$ cat config.mk
export PLATFORM = sky130hd
export DESIGN_NAME = mfp_select
export DESIGN_NICKNAME = d
export VERILOG_FILES = /design/src/rtl/mfp_pkg.sv /design/src/rtl/sqw_if.sv /design/src/rtl/mfp_select.sv /design/src/rtl/sqw_postscaler.sv
export SDC_FILE = /design/constraint.sdc
export NUM_CORES = 1
export LEC_CHECK = 0
export BUFFER_PORTS_ARGS = -buffer_cell sky130_fd_sc_hd__buf_2
export CORE_ASPECT_RATIO = 0.75
export CORE_MARGIN = 2
export CORE_UTILIZATION = 60
export CTS_CLUSTER_SIZE = 12
export DETAILED_ROUTE_END_ITERATION = 6
export PLACE_DENSITY = 0.85
export SYNTH_ARGS = -nofsm -noshare
export SYNTH_HDL_FRONTEND = slang
export SYNTH_SLANG_ARGS = --single-unit
export TNS_END_PERCENT = 50
$ cat constraint.sdc
create_clock -name clk_in -period 4.7 [get_ports clk_in]
set_clock_uncertainty 0.2 [all_clocks]
set_input_delay 0.235 -clock clk_in [delete_from_list [all_inputs] [get_ports clk_in]]
set_output_delay 0.235 -clock clk_in [all_outputs]
set_load 0.1 [all_outputs]
$ cat src/rtl/mfp_pkg.sv
// Constants for the multi-function output pin selector.
// Assumes a single 100 MHz system clock and byte-wide register accesses.
package mfp_pkg;

  localparam logic [7:0] CTRL_ADDR      = 8'h07;
  localparam logic [7:0] ALM0_WKDAY_ADDR = 8'h0D;
  localparam logic [7:0] ALM1_WKDAY_ADDR = 8'h14;

  localparam logic [7:0] CTRL_RESET     = 8'h80;
  localparam logic [7:0] WKDAY_RESET    = 8'h00;

  // Control register field positions
  localparam int OUT_LEVEL_BIT   = 7;
  localparam int SQW_ENABLE_BIT  = 6;
  localparam int ALM1_ENABLE_BIT = 5;
  localparam int ALM0_ENABLE_BIT = 4;
  localparam int EXT_CLK_BIT     = 3;
  localparam int COARSE_TRIM_BIT = 2;
  localparam int RATE_MSB        = 1;
  localparam int RATE_LSB        = 0;

  // Weekday/mask register field positions
  localparam int ALM_POL_BIT     = 7;
  localparam int ALM_FLAG_BIT    = 3;

  // Square-wave rate select codes
  localparam logic [1:0] RATE_DIV1     = 2'h0;
  localparam logic [1:0] RATE_DIV4     = 2'h1;
  localparam logic [1:0] RATE_DIV8     = 2'h2;
  localparam logic [1:0] RATE_DIV32768 = 2'h3;

  // Postscaler counter width and tap bits (tap n divides by 2^(n+1))
  localparam int PS_WIDTH     = 15;
  localparam int TAP_DIV4     = 1;
  localparam int TAP_DIV8     = 2;
  localparam int TAP_DIV512   = 8;
  localparam int TAP_DIV32768 = 14;

  localparam logic [PS_WIDTH-1:0] PS_RESET = 15'h0000;

endpackage : mfp_pkg

$ cat src/rtl/sqw_if.sv
// Carrier between the pin selector and its square-wave postscaler.
// Assumes both ends run on the same system clock.
`timescale 1ns/1ps
interface sqw_if;
  logic       osc_tick;
  logic       osc_level;
  logic       trim_drop;
  logic       trim_insert;
  logic [1:0] rate_sel;
  logic       coarse_trim;
  logic       wave;

  modport ctrl (output osc_tick, output osc_level, output trim_drop, output trim_insert,
                output rate_sel, output coarse_trim, input wave);
  modport scaler (input osc_tick, input osc_level, input trim_drop, input trim_insert,
                  input rate_sel, input coarse_trim, output wave);
endinterface : sqw_if

$ cat src/rtl/mfp_select.sv
// Multi-function open-drain pin selector with its control and alarm flag registers.
// Assumes a byte register port from the serial front end and alarm comparators
// on the system clock; oscillator and backup indication arrive asynchronously.
// Function
// - Control bits choose clock, alarm or level
// - Backup supply allows only alarm output
// - Pin is open drain: low or released
// - Rate select divides oscillator by 1/4/8/32768
// - Divided rates trimmed, undivided rate bypasses
// - Alarm mode follows enabled alarm flags
// - One alarm: flag or inverse by polarity
// - Two alarms: OR, or inverted AND
// - Flag set on match, sticky, software-clear
// - Weekday register write clears its flag
`timescale 1ns/1ps
module mfp_select
  import mfp_pkg::*;
(
  input  wire logic       clk_in,
  input  wire logic       resetn_in,
  input  wire logic [7:0] reg_addr_in,
  input  wire logic [7:0] reg_wdata_in,
  input  wire logic       reg_wr_in,
  input  wire logic       reg_rd_in,
  output logic      [7:0] reg_rdata_out,
  input  wire logic       osc_xtal_in,
  input  wire logic       osc_ext_in,
  input  wire logic       backup_supply_in,
  input  wire logic       trim_drop_in,
  input  wire logic       trim_insert_in,
  input  wire logic       alarm0_match_in,
  input  wire logic       alarm1_match_in,
  input  wire logic       multi_function_pin_in,
  output logic            multi_function_pin_out,
  output logic            multi_function_pin_oe_n_out
);

  typedef struct packed {
    logic [7:0] ctrl;
    logic [7:0] wkday0;
    logic [7:0] wkday1;
    logic       alarm0_match_flag;
    logic       alarm1_match_flag;
    logic [1:0] osc_sync;
    logic       osc_prev;
    logic [1:0] bkp_sync;
    logic [1:0] pin_sync;
    logic [7:0] rdata;
    logic       pin_low;
  } sel_state_t;

  sel_state_t st_ff;
  sel_state_t nxt_st;
  sqw_if      sq ();

  logic       osc_raw;
  logic       en0;
  logic       en1;
  logic       sqw_en;
  logic       polarity;
  logic       combined;
  logic       alarm_level;
  logic       pin_level;
  logic       wr_ctrl;
  logic       wr_wk0;
  logic       wr_wk1;

  // Source select happens before the synchroniser so only one path crosses
  assign osc_raw  = st_ff.ctrl[EXT_CLK_BIT] ? osc_ext_in : osc_xtal_in;
  assign en0      = st_ff.ctrl[ALM0_ENABLE_BIT];
  assign en1      = st_ff.ctrl[ALM1_ENABLE_BIT];
  assign sqw_en   = st_ff.ctrl[SQW_ENABLE_BIT];
  // Polarity is shared; alarm 0 copy is the one in force
  assign polarity = st_ff.wkday0[ALM_POL_BIT];
  assign wr_ctrl  = reg_wr_in && reg_addr_in == CTRL_ADDR;
  assign wr_wk0   = reg_wr_in && reg_addr_in == ALM0_WKDAY_ADDR;
  assign wr_wk1   = reg_wr_in && reg_addr_in == ALM1_WKDAY_ADDR;

  assign sq.osc_tick    = st_ff.osc_sync[1] & ~st_ff.osc_prev;
  assign sq.osc_level   = st_ff.osc_sync[1];
  assign sq.trim_drop   = trim_drop_in;
  assign sq.trim_insert = trim_insert_in;
  assign sq.rate_sel    = st_ff.ctrl[RATE_MSB:RATE_LSB];
  assign sq.coarse_trim = st_ff.ctrl[COARSE_TRIM_BIT];

  sqw_postscaler u_postscaler (
    .clk_in    (clk_in),
    .resetn_in (resetn_in),
    .sq        (sq.scaler)
  );

  always_comb begin
    if (en0 && en1) begin
      combined = polarity ? (st_ff.alarm0_match_flag | st_ff.alarm1_match_flag)
                          : (st_ff.alarm0_match_flag & st_ff.alarm1_match_flag);
    end else begin
      combined = en0 ? st_ff.alarm0_match_flag : st_ff.alarm1_match_flag;
    end
    alarm_level = polarity ? combined : ~combined;
  end

  always_comb begin
    if (st_ff.bkp_sync[1] && (sqw_en || !(en0 || en1))) begin
      pin_level = 1'b1;
    end else if (sqw_en) begin
      pin_level = sq.wave;
    end else if (en0 || en1) begin
      pin_level = alarm_level;
    end else begin
      pin_level = st_ff.ctrl[OUT_LEVEL_BIT];
    end
  end

  always_comb begin
    nxt_st          = st_ff;
    nxt_st.osc_sync = {st_ff.osc_sync[0], osc_raw};
    nxt_st.osc_prev = st_ff.osc_sync[1];
    nxt_st.bkp_sync = {st_ff.bkp_sync[0], backup_supply_in};
    nxt_st.pin_sync = {st_ff.pin_sync[0], multi_function_pin_in};
    nxt_st.pin_low  = ~pin_level;
    if (wr_ctrl) begin
      nxt_st.ctrl = reg_wdata_in;
    end
    // Flag bit is not storage here; software can only clear it
    if (wr_wk0) begin
      nxt_st.wkday0              = reg_wdata_in & 8'hF7;
      nxt_st.alarm0_match_flag   = 1'b0;
    end
    if (wr_wk1) begin
      nxt_st.wkday1              = reg_wdata_in & 8'hF7;
      nxt_st.alarm1_match_flag   = 1'b0;
    end
    // A match in the clearing cycle still wins
    if (alarm0_match_in) begin
      nxt_st.alarm0_match_flag = 1'b1;
    end
    if (alarm1_match_in) begin
      nxt_st.alarm1_match_flag = 1'b1;
    end
    if (reg_rd_in) begin
      unique case (reg_addr_in)
        CTRL_ADDR:       nxt_st.rdata = st_ff.ctrl;
        ALM0_WKDAY_ADDR: nxt_st.rdata = st_ff.wkday0 | {4'h0, st_ff.alarm0_match_flag, 3'h0};
        ALM1_WKDAY_ADDR: nxt_st.rdata = st_ff.wkday1 | {4'h0, st_ff.alarm1_match_flag, 3'h0};
        default:         nxt_st.rdata = 8'h00;
      endcase
    end
  end

  always_ff @(posedge clk_in or negedge resetn_in) begin
    if (!resetn_in) begin
      st_ff <= '{ctrl: CTRL_RESET, wkday0: WKDAY_RESET, wkday1: WKDAY_RESET,
                 alarm0_match_flag: 1'b0, alarm1_match_flag: 1'b0, osc_sync: 2'h0,
                 osc_prev: 1'b0, bkp_sync: 2'h0, pin_sync: 2'h3, rdata: 8'h00,
                 pin_low: 1'b0};
    end else begin
      st_ff <= nxt_st;
    end
  end

  assign reg_rdata_out               = st_ff.rdata;
  assign multi_function_pin_out      = 1'b0;
  assign multi_function_pin_oe_n_out = ~st_ff.pin_low;

  chk_gp_level: assert property (@(posedge clk_in) disable iff (!resetn_in)
    (!sqw_en && !en0 && !en1 && !st_ff.bkp_sync[1])
      |=> multi_function_pin_oe_n_out == $past(st_ff.ctrl[7]))
    else $error("general-purpose level not on pin");

  chk_backup_release: assert property (@(posedge clk_in) disable iff (!resetn_in)
    (st_ff.bkp_sync[1] && (sqw_en || !(en0 || en1))) |=> multi_function_pin_oe_n_out)
    else $error("pin driven in backup outside alarm mode");

  chk_sqw_priority: assert property (@(posedge clk_in) disable iff (!resetn_in)
    (sqw_en && !st_ff.bkp_sync[1]) |=> multi_function_pin_oe_n_out == $past(sq.wave))
    else $error("square wave not on pin while enabled");

  chk_single_alarm: assert property (@(posedge clk_in) disable iff (!resetn_in)
    (!sqw_en && en0 && !en1) |=>
      multi_function_pin_oe_n_out == ($past(polarity) ~^ $past(st_ff.alarm0_match_flag)))
    else $error("single alarm output wrong");

  chk_single_alarm1: assert property (@(posedge clk_in) disable iff (!resetn_in)
    (!sqw_en && !en0 && en1) |=>
      multi_function_pin_oe_n_out == ($past(polarity) ~^ $past(st_ff.alarm1_match_flag)))
    else $error("single alarm 1 output wrong");

  chk_dual_and: assert property (@(posedge clk_in) disable iff (!resetn_in)
    (!sqw_en && en0 && en1 && !polarity) |=>
      multi_function_pin_oe_n_out
        == !($past(st_ff.alarm0_match_flag) && $past(st_ff.alarm1_match_flag)))
    else $error("dual alarm inverted AND wrong");

  chk_dual_or: assert property (@(posedge clk_in) disable iff (!resetn_in)
    (!sqw_en && en0 && en1 && polarity) |=>
      multi_function_pin_oe_n_out
        == ($past(st_ff.alarm0_match_flag) || $past(st_ff.alarm1_match_flag)))
    else $error("dual alarm OR wrong");

  chk_flag_sticky: assert property (@(posedge clk_in) disable iff (!resetn_in)
    (st_ff.alarm0_match_flag && !wr_wk0) |=> st_ff.alarm0_match_flag)
    else $error("alarm 0 flag dropped without a clearing write");

  chk_flag1_sticky: assert property (@(posedge clk_in) disable iff (!resetn_in)
    (st_ff.alarm1_match_flag && !wr_wk1) |=> st_ff.alarm1_match_flag)
    else $error("alarm 1 flag dropped without a clearing write");

  chk_match_wins: assert property (@(posedge clk_in) disable iff (!resetn_in)
    alarm1_match_in |=> st_ff.alarm1_match_flag ##1 (st_ff.alarm1_match_flag || $past(wr_wk1)))
    else $error("alarm 1 match lost");

  chk_wkday_clear: assert property (@(posedge clk_in) disable iff (!resetn_in)
    (wr_wk0 && !alarm0_match_in) |=> !st_ff.alarm0_match_flag)
    else $error("weekday write did not clear alarm 0 flag");

  chk_wkday1_clear: assert property (@(posedge clk_in) disable iff (!resetn_in)
    (wr_wk1 && !alarm1_match_in) |=> !st_ff.alarm1_match_flag)
    else $error("weekday write did not clear alarm 1 flag");

  chk_open_drain: assert property (@(posedge clk_in) disable iff (!resetn_in)
    !multi_function_pin_out)
    else $error("pin data not held low");

endmodule : mfp_select

$ cat src/rtl/sqw_postscaler.sv
// Square-wave postscaler fed by oscillator ticks and trim pulses.
// Assumes ticks are one-cycle enables already in the system clock domain.
`timescale 1ns/1ps
module sqw_postscaler
  import mfp_pkg::*;
(
  input  wire logic clk_in,
  input  wire logic resetn_in,
  sqw_if.scaler     sq
);

  typedef struct packed {
    logic [PS_WIDTH-1:0] cnt;
    logic                wave;
  } ps_state_t;

  ps_state_t st_ff;
  ps_state_t nxt_st;
  logic      trim_tick;

  // Trimming removes or adds oscillator cycles before the divider
  assign trim_tick = (sq.osc_tick & ~sq.trim_drop) | sq.trim_insert;

  always_comb begin
    nxt_st = st_ff;
    if (trim_tick) begin
      nxt_st.cnt = st_ff.cnt + 15'h0001;
    end
    if (sq.coarse_trim) begin
      nxt_st.wave = st_ff.cnt[TAP_DIV512];
    end else begin
      unique case (sq.rate_sel)
        RATE_DIV1:     nxt_st.wave = sq.osc_level;
        RATE_DIV4:     nxt_st.wave = st_ff.cnt[TAP_DIV4];
        RATE_DIV8:     nxt_st.wave = st_ff.cnt[TAP_DIV8];
        RATE_DIV32768: nxt_st.wave = st_ff.cnt[TAP_DIV32768];
      endcase
    end
  end

  always_ff @(posedge clk_in or negedge resetn_in) begin
    if (!resetn_in) begin
      st_ff <= '{cnt: PS_RESET, wave: 1'b0};
    end else begin
      st_ff <= nxt_st;
    end
  end

  assign sq.wave = st_ff.wave;

  chk_div4_tap: assert property (@(posedge clk_in) disable iff (!resetn_in)
    (!sq.coarse_trim && sq.rate_sel == RATE_DIV4) |=> sq.wave == $past(st_ff.cnt[1]))
    else $error("wave does not follow divide-by-4 tap");

  chk_coarse_tap: assert property (@(posedge clk_in) disable iff (!resetn_in)
    sq.coarse_trim |=> sq.wave == $past(st_ff.cnt[8]))
    else $error("coarse trim does not select the 64 Hz tap");

  chk_drop_holds: assert property (@(posedge clk_in) disable iff (!resetn_in)
    (sq.trim_drop && !sq.trim_insert) |=> st_ff.cnt == $past(st_ff.cnt))
    else $error("dropped trim cycle still advanced the postscaler");

endmodule : sqw_postscaler

==> results.py, run 1 <==
metrics = {
    "place": {
        "numPortBuffers": 35,
        "hpwl_mm": 3.04,
        "gp_congestion": 0.870,
    },
    "power": {
        "switching_share_pct": 26.1,
        "p_leak_nw": 1.31,
        "power.share.clock_pct": 30.5,
        "power.density_nw_per_um2": 343,
        "intPower_mw": 0.721,
        "comb_power_share_pct": 13.1,
        "pwr-share-seq_pct": 56.4,
        "switchingPower_mw": 0.254,
        "ir_drop_mv": 0.294,
    },
    "job": {
        "drv_cap": 0,
    },
    "sta": {
        "fin_tns_setup_ps": 0,
        "hold_viol_final": 0,
        "slew_headroom_pct": 54.5,
        "final.period_utilization_pct": 42.3,
        "fin_crit_ps": 1990,
        "hold_slack_ps": 44.5,
        "fmax_mhz": 503,
        "tightest_slew_ps": 681,
        "rsz0062_at_grt": "no",
        "setup_viol": 0,
        "slew_viol_final": 0,
    },
    "run_status": {
        "status": "complete, no violations",
    },
    "layout": {
        "multi_input_area_um2": 958,
        "antenna_cells": 0,
        "areaGrowthSynthToFinish_pct": 17.2,
        "final_nets": 265,
        "regArea_um2": 1350,
        "drive_above_1_share_pct": 32.9,
        "n_fill_cell": 237,
    },
    "detailed_routing": {
        "antenna_left": 0,
        "wire_per_inst_um": 16.0,
        "via_per_inst": 5.61,
        "firstDrtPassIters": 4,
        "finalWirelength_mm": 4.63,
        "drc": 0,
        "vias": 1622,
        "drtIter0Drc": 110,
    },
    "hold_path": {
        "hold_path_depth": 2,
        "hp-class": "input pin to register",
        "hold_end": "reg_rdata_out[6]$_DFFE_PN0P_",
        "holdCritStartpoint": "reg_rd_in",
    },
    "die": {
        "coreArea_um2": 3780,
        "die_h_um": 59.1,
        "dieWidth_um": 77.5,
        "rows": 19,
        "dieArea_um2": 4580,
        "num_io_pins": 38,
        "start_util_pct": 64.3,
    },
    "global_routing": {
        "grt_pass1_wl_mm": 7.82,
        "grt_max_degree": 55,
        "antenna_found_initial": 0,
        "grt_pass1_vias": 1599,
        "grt-ovfl-total": 0,
        "grtUsageTotal_pct": 22.9,
    },
    "setup_path": {
        "crit_path_cell_trace": "buf_2 -> or4b_1 -> nor3b_4 -> o21ai_1 -> o22ai_1",
        "cp.required_ps": 4730,
        "criticalPathCategory": "input pin to register",
        "r2r-start": "nxt_st[13]$_DFF_PN0_",
        "crit_fanout": 8,
        "cp-end-kind": "register",
        "slowest_delay_ps": 660,
        "critPathArrivalTime_ps": 2010,
        "cp-start-kind": "input pin",
        "r2r-end": "u_postscaler.st_ff[14]$_DFFE_PN0P_",
        "rr_worst_depth": 4,
        "crit_slowest_cell": "or4b_1",
        "r2r_slack_ps": 2730,
    },
    "synthesis": {
        "ys_async_sr_fraction_pct": 100,
        "syn_inst": 191,
        "synth.avg_cell_area_um2": 12.7,
        "syn_area_um2": 2430,
        "ys_ff_latch": 54,
        "ys_seq_area_share_pct": 55.7,
        "ys.flop_type": "dfrtp_1",
        "synth.net_count": 220,
        "synth_cell_types": 41,
        "synth_edf_count": 0,
        "yosysWarnings": 0,
    },
    "clocking": {
        "postCtsSetupRepairBufs": 0,
        "cts_sinks": 54,
        "worstSkewPairLatency_ps": 310,
        "cts.htree.levels": 2,
        "cts_buffer_depth": 2,
        "clk_pin_slew_ps": 90,
        "cts-hold-fix-buffers": 13,
        "cts_root_buffer": "clkbuf_8",
        "cts_buffers": 5,
        "cts_resized": 0,
        "cts_tree": "yes",
    },
}
## sequential cells by signal, summed over array words and instances (netlist names)
register              count
sq.rate_sel               2
sq.coarse_trim            1
u_postscaler.st_ff       15
u_postscaler.sq.wave      1
reg_rdata_out             8
st_ff                    20
en0                       1
polarity                  1
sqw_en                    1
en1                       1
nxt_st                    3
## stage by stage
stage	power, mW	cell area [µm²]	instances	utilization, %	setup slack (ps)
finish	0.976	2850	289	75.3	2710
global route	1.03	2850	289	75.3	2530
CTS	0.980	2840	288	75.0	2720
detailed placement	0.676	2600	267	68.7	2400
global placement	0.670	2600	267	68.7	2450
floorplan	0.630	2430	191	-	2770
## cell families after synthesis
logic type               count (synthesis)  synth area share [%]
XOR/XNOR                                17                  6.13
other                                    1                 0.154
AND/OR/NAND/NOR                         39                  10.6
multiplexers                            26                  12.5
flip-flops                              54                  55.7
AO/OA/AOI/OAI                           31                  9.53
buffers and inverters                   22                  4.84
adder cells (fa/ha/maj)                  1                 0.515
## placed cells by master, fill, tap and decap left out, types with 3 or more instances in the layout
cell type	count
clkbuf_8	8
a22o_1	5
o22ai_1	8
dlygate4sd3_1	14
xnor2_1	16
mux2_2	25
nand3_1	6
a22oi_1	5
dfrtp_1	53
nand2_1	6
buf_2	35
nor2_1	3
inv_1	10
a32oi_1	3
nor2b_1	3
## critical path: cells and delay by family
kind	cells	cell delay [ps]
buffers and inverters	1	100
AND/OR/NAND/NOR	2	1130
AO/OA/AOI/OAI	2	550
## cells in the mapped netlist, types with 3 or more instances
cell type | count | area (µm²)
dfrtp_1 | 53 | 1330
mux2_2 | 25 | 282
xnor2_1 | 16 | 140
inv_1 | 10 | 37.5
buf_4 | 9 | 67.6
o22ai_1 | 8 | 50.1
nand2_1 | 6 | 22.5
nand3_1 | 6 | 30.0
a22o_1 | 5 | 43.8
a22oi_1 | 5 | 37.5
a32oi_1 | 3 | 26.3
nor2_1 | 3 | 11.3
nor2b_1 | 3 | 18.8
## metal layers
layer	global-route usage (%)	routed length, µm	vias to the layer above
met1	32.7	2180	803
met5	0	0	-
met2	34.3	2140	41
met4	8.16	80	0
met3	6.55	235	10
li1	-	-	768
## power groups by stage
| stage | logic, mW | clock network [mW] | registers, mW |
|---|---|---|---|
| floorplan | 0.0848 | 0 | 0.545 |
| global placement | 0.116 | 0 | 0.554 |
| detailed placement | 0.119 | 0 | 0.557 |
| CTS | 0.129 | 0.301 | 0.550 |
| global route | 0.145 | 0.327 | 0.558 |
| finish | 0.128 | 0.297 | 0.550 |
## worst max-delay path by stage
stage,startpoint,endpoint,slack (ps),cells after the start
final,reg_addr_in[5],reg_rdata_out[4]$_DFFE_PN0P_,2710,5
after global placement,reg_addr_in[5],st_ff[28]$_DFFE_PN0P_,2450,5
after CTS,reg_addr_in[5],st_ff[37]$_DFFE_PN0P_,2720,5
after detailed placement,reg_addr_in[5],st_ff[37]$_DFFE_PN0P_,2400,5
after global routing,nxt_st[13]$_DFF_PN0_,u_postscaler.st_ff[14]$_DFFE_PN0P_,2530,4
after floorplan,reg_addr_in[5],st_ff[18]$_DFFE_PN0P_,2770,5
## cell type report
type	count	area share, %
timing repair buffer	50	11.3
sequential	54	47.5
inverter	10	1.32
multi-input combinational	115	33.7
tap	52	2.29
clock buffer	8	3.87
Power figures use the tool's default switching activity.
==> run 2: changes to the inputs <==
--- a/config.mk
+++ b/config.mk
@@ -5,13 +5,14 @@
 export SDC_FILE = /design/constraint.sdc
 export NUM_CORES = 1
 export LEC_CHECK = 0
+export ABC_AREA = 1
 export BUFFER_PORTS_ARGS = -buffer_cell sky130_fd_sc_hd__buf_2
 export CORE_ASPECT_RATIO = 0.75
 export CORE_MARGIN = 2
-export CORE_UTILIZATION = 60
+export CORE_UTILIZATION = 51
 export CTS_CLUSTER_SIZE = 12
 export DETAILED_ROUTE_END_ITERATION = 6
-export PLACE_DENSITY = 0.85
+export PLACE_DENSITY = 0.76
 export SYNTH_ARGS = -nofsm -noshare
 export SYNTH_HDL_FRONTEND = slang
 export SYNTH_SLANG_ARGS = --single-unit
==> constraint.sdc (replaced) <==
create_clock -name clk_in -period 1.8 [get_ports clk_in]
set_clock_uncertainty 0.2 [all_clocks]
set_input_delay 0.09 -clock clk_in [delete_from_list [all_inputs] [get_ports clk_in]]
set_output_delay 0.09 -clock clk_in [all_outputs]
set_load 0.1 [all_outputs]
==> run 2 against run 1 <==
Compared with the run above: sequential power grew to 2.6 times the previous value; die area grew 30%; non-clock buffer count grew 5; critical path depth shrank 3; critical endpoint is now nxt_st[15]$_DFF_PN0_; largest power group unchanged; highest routed layer unchanged.
==> results.py, run 2 <==
metrics = {
    "clocking": {
        "worstSkewPairLatency_ps": 310,
        "postCtsSetupRepairBufs": 0,
        "cts_resized": 0,
        "clk_pin_slew_ps": 90,
        "cts_buffers": 5,
        "cts_buffer_depth": 2,
        "cts_sinks": 54,
        "cts.htree.levels": 2,
        "cts_tree": "yes",
        "cts_root_buffer": "clkbuf_8",
    },
    "synthesis": {
        "synth_edf_count": 0,
        "synth_top_area_share_pct": 48.8,
        "synth_top_cells_by_count": "84 x nand2_1, 53 x dfrtp_1, 44 x nand3_1",
        "synth.net_count": 343,
        "synth.most_common_cell": "nand2_1",
        "synth.avg_cell_area_um2": 8.66,
        "ys_ff_latch": 54,
        "ys_seq_area_share_pct": 49.7,
        "ys_async_sr_fraction_pct": 100,
        "yosysWarnings": 0,
        "synth_cell_types": 33,
        "synth_top_cell_by_area": "dfrtp_1",
        "syn_inst": 314,
        "synthTopCellsByArea": "dfrtp_1 49%, nand2_1 12%, nand3_1 8.1%, inv_1 4.8%, buf_4 2.8%",
        "syn_area_um2": 2720,
        "ys.flop_type": "dfrtp_1",
    },
    "die": {
        "dieWidth_um": 88.3,
        "die_h_um": 67.2,
        "coreArea_um2": 5010,
        "rows": 22,
        "num_io_pins": 38,
        "dieArea_um2": 5940,
        "start_util_pct": 54.3,
    },
    "sta": {
        "slew_viol_final": 0,
        "slew_headroom_pct": 66.6,
        "setup_viol": 0,
        "tightest_slew_ps": 500,
        "fin_crit_ps": 1670,
        "hold_viol_final": 0,
        "final.period_utilization_pct": 92.7,
        "fmax_mhz": 599,
        "fin_tns_setup_ps": 0,
        "rsz0062_at_grt": "no",
    },
    "job": {
        "drv_cap": 0,
    },
    "global_routing": {
        "grtUsageTotal_pct": 21.3,
        "grt-ovfl-total": 0,
        "grt_pass1_vias": 2127,
        "grt_max_degree": 24,
        "antenna_found_initial": 0,
        "grt_pass1_wl_mm": 9.65,
    },
    "detailed_routing": {
        "firstDrtPassIters": 5,
        "routed.top_layer": "met4",
        "wire_per_inst_um": 12.8,
        "wirelength_met1_mm": 2.69,
        "wl_met2_mm": 2.63,
        "drtIter0Drc": 186,
        "via_per_inst": 4.97,
        "antenna_left": 0,
        "finalWirelength_mm": 5.55,
        "dr_wl_met3_um": 212,
        "vias": 2156,
        "drc": 0,
    },
    "layout": {
        "areaGrowthSynthToFinish_pct": 16.1,
        "final_common_cell": "nand2_1",
        "n_fill_cell": 454,
        "largest_register": "st_ff",
        "antenna_cells": 0,
        "drive_above_1_share_pct": 19.6,
        "final_nets": 390,
        "design_area_um2": 3160,
        "multi_input_area_um2": 1110,
        "largest_reg_flops": 20,
        "layout_common_cells": "84 x nand2_1, 53 x dfrtp_1, 44 x nand3_1",
        "regArea_um2": 1350,
        "utilization_pct": 63.0,
    },
    "setup_path": {
        "cp-start-kind": "register",
        "criticalPathCategory": "register to register",
        "critPathArrivalTime_ps": 1660,
        "crit_fanout": 3,
        "cp.required_ps": 1790,
        "cp-end-kind": "register",
    },
    "hold_path": {
        "hp-class": "input pin to asynchronous set/reset pin",
    },
    "place": {
        "hpwl_mm": 4.02,
        "gp_congestion": 0.837,
        "numPortBuffers": 35,
        "placed_area_um2": 2910,
    },
    "power": {
        "power.density_nw_per_um2": 793,
        "ir_drop_mv": 0.473,
        "p_leak_nw": 1.64,
    },
    "run_status": {
        "status": "complete, no violations",
    },
}
[run 2: cell types whose count changed after synthesis, sizes merged, moves of 6 or more]
cell   before  now
o21ai       2   22
o21a        0    6
nand3       8   46
mux2       25    1
xnor2      16    5
inv        10   37
nand2       7   91
nor2        4   21
o22ai       8    0
[run 2: final timing paths]
check | slack, ps | endpoint | start | cells past startpoint
worst max register to register | 130 | nxt_st[15]$_DFF_PN0_ | st_ff[37]$_DFFE_PN0P_ | 2
max in group asynchronous | 780 | st_ff[0]$_DFF_PN0_ | resetn_in | 3
worst max-delay path | 130 | nxt_st[15]$_DFF_PN0_ | st_ff[37]$_DFFE_PN0P_ | 2
worst min-delay path | 70 | st_ff[31]$_DFFE_PN0P_ | resetn_in | 2
min in group clk_in | 100 | u_postscaler.st_ff[15]$_DFFE_PN0P_ | trim_insert_in | 5
worst min register to register | 160 | st_ff[12]$_DFF_PN0_ | nxt_st[12]$_DFF_PN0_ | 0
[run 2: final cells by class]
cell class,instances,area share (%)
clock buffers,7,2.73
clock inverters,1,0.159
well taps,72,2.85
multi-input cells,208,35.0
flip-flops and latches,54,42.8
repair buffers,55,12.0
inverters,37,4.40
[run 2: where the power goes]
part	internal, mW	total, mW	leakage (nW)	switching, mW
Combinational	0.162	0.387	0.893	0.224
Clock	0.311	0.696	0.0482	0.385
Sequential	1.32	1.42	0.704	0.0955
[run 2: critical path: stages (launching register included)]
cell and delay, ps:
dfrtp_1 440, mux2_2 350, dlygate4sd3_1 550
[run 2: what timing repair did]
| action | 4_1_cts | 5_1_grt |
|---|---|---|
| endpoints found under the setup margin | 0 | 0 |
| endpoints found under the hold margin | 88 | 0 |
| hold buffers | 16 | 0 |
[run 2: logic make-up (layout without fill, tap and decap cells)]
| logic type | Yosys count | in the layout | share of synthesized area (%) |
|---|---|---|---|
| xor+xnor | 10 | 10 | 3.22 |
| compound gates | 34 | 34 | 8.19 |
| fa+ha+maj | 1 | 1 | 0.460 |
| mux | 1 | 1 | 0.414 |
| flops | 54 | 54 | 49.7 |
| buf+inv | 52 | 100 | 9.57 |
| simple gates | 161 | 161 | 28.3 |
| other cells | 1 | 1 | 0.138 |
[run 2: metal layers]
| metal | track usage [%] | vias to the layer above |
|---|---|---|
| li1 | - | 1079 |
| met1 | 30.0 | 1030 |
| met2 | 33.9 | 43 |
| met3 | 5.13 | 4 |
| met4 | 4.55 | 0 |
| met5 | 0 | - |
[run 2: per-stage QoR]
step / worst slack, ps / power (mW) / hold slack (ps) / std cells
after global placement: 265 / 1.79 / -112 / 410
after floorplan: 297 / 1.68 / -406 / 314
final: 132 / 2.50 / 71.4 / 434
after CTS: 147 / 2.52 / 84.4 / 434
after global routing: 3.45 / 2.65 / 122 / 434
after detailed placement: 235 / 1.81 / -110 / 410
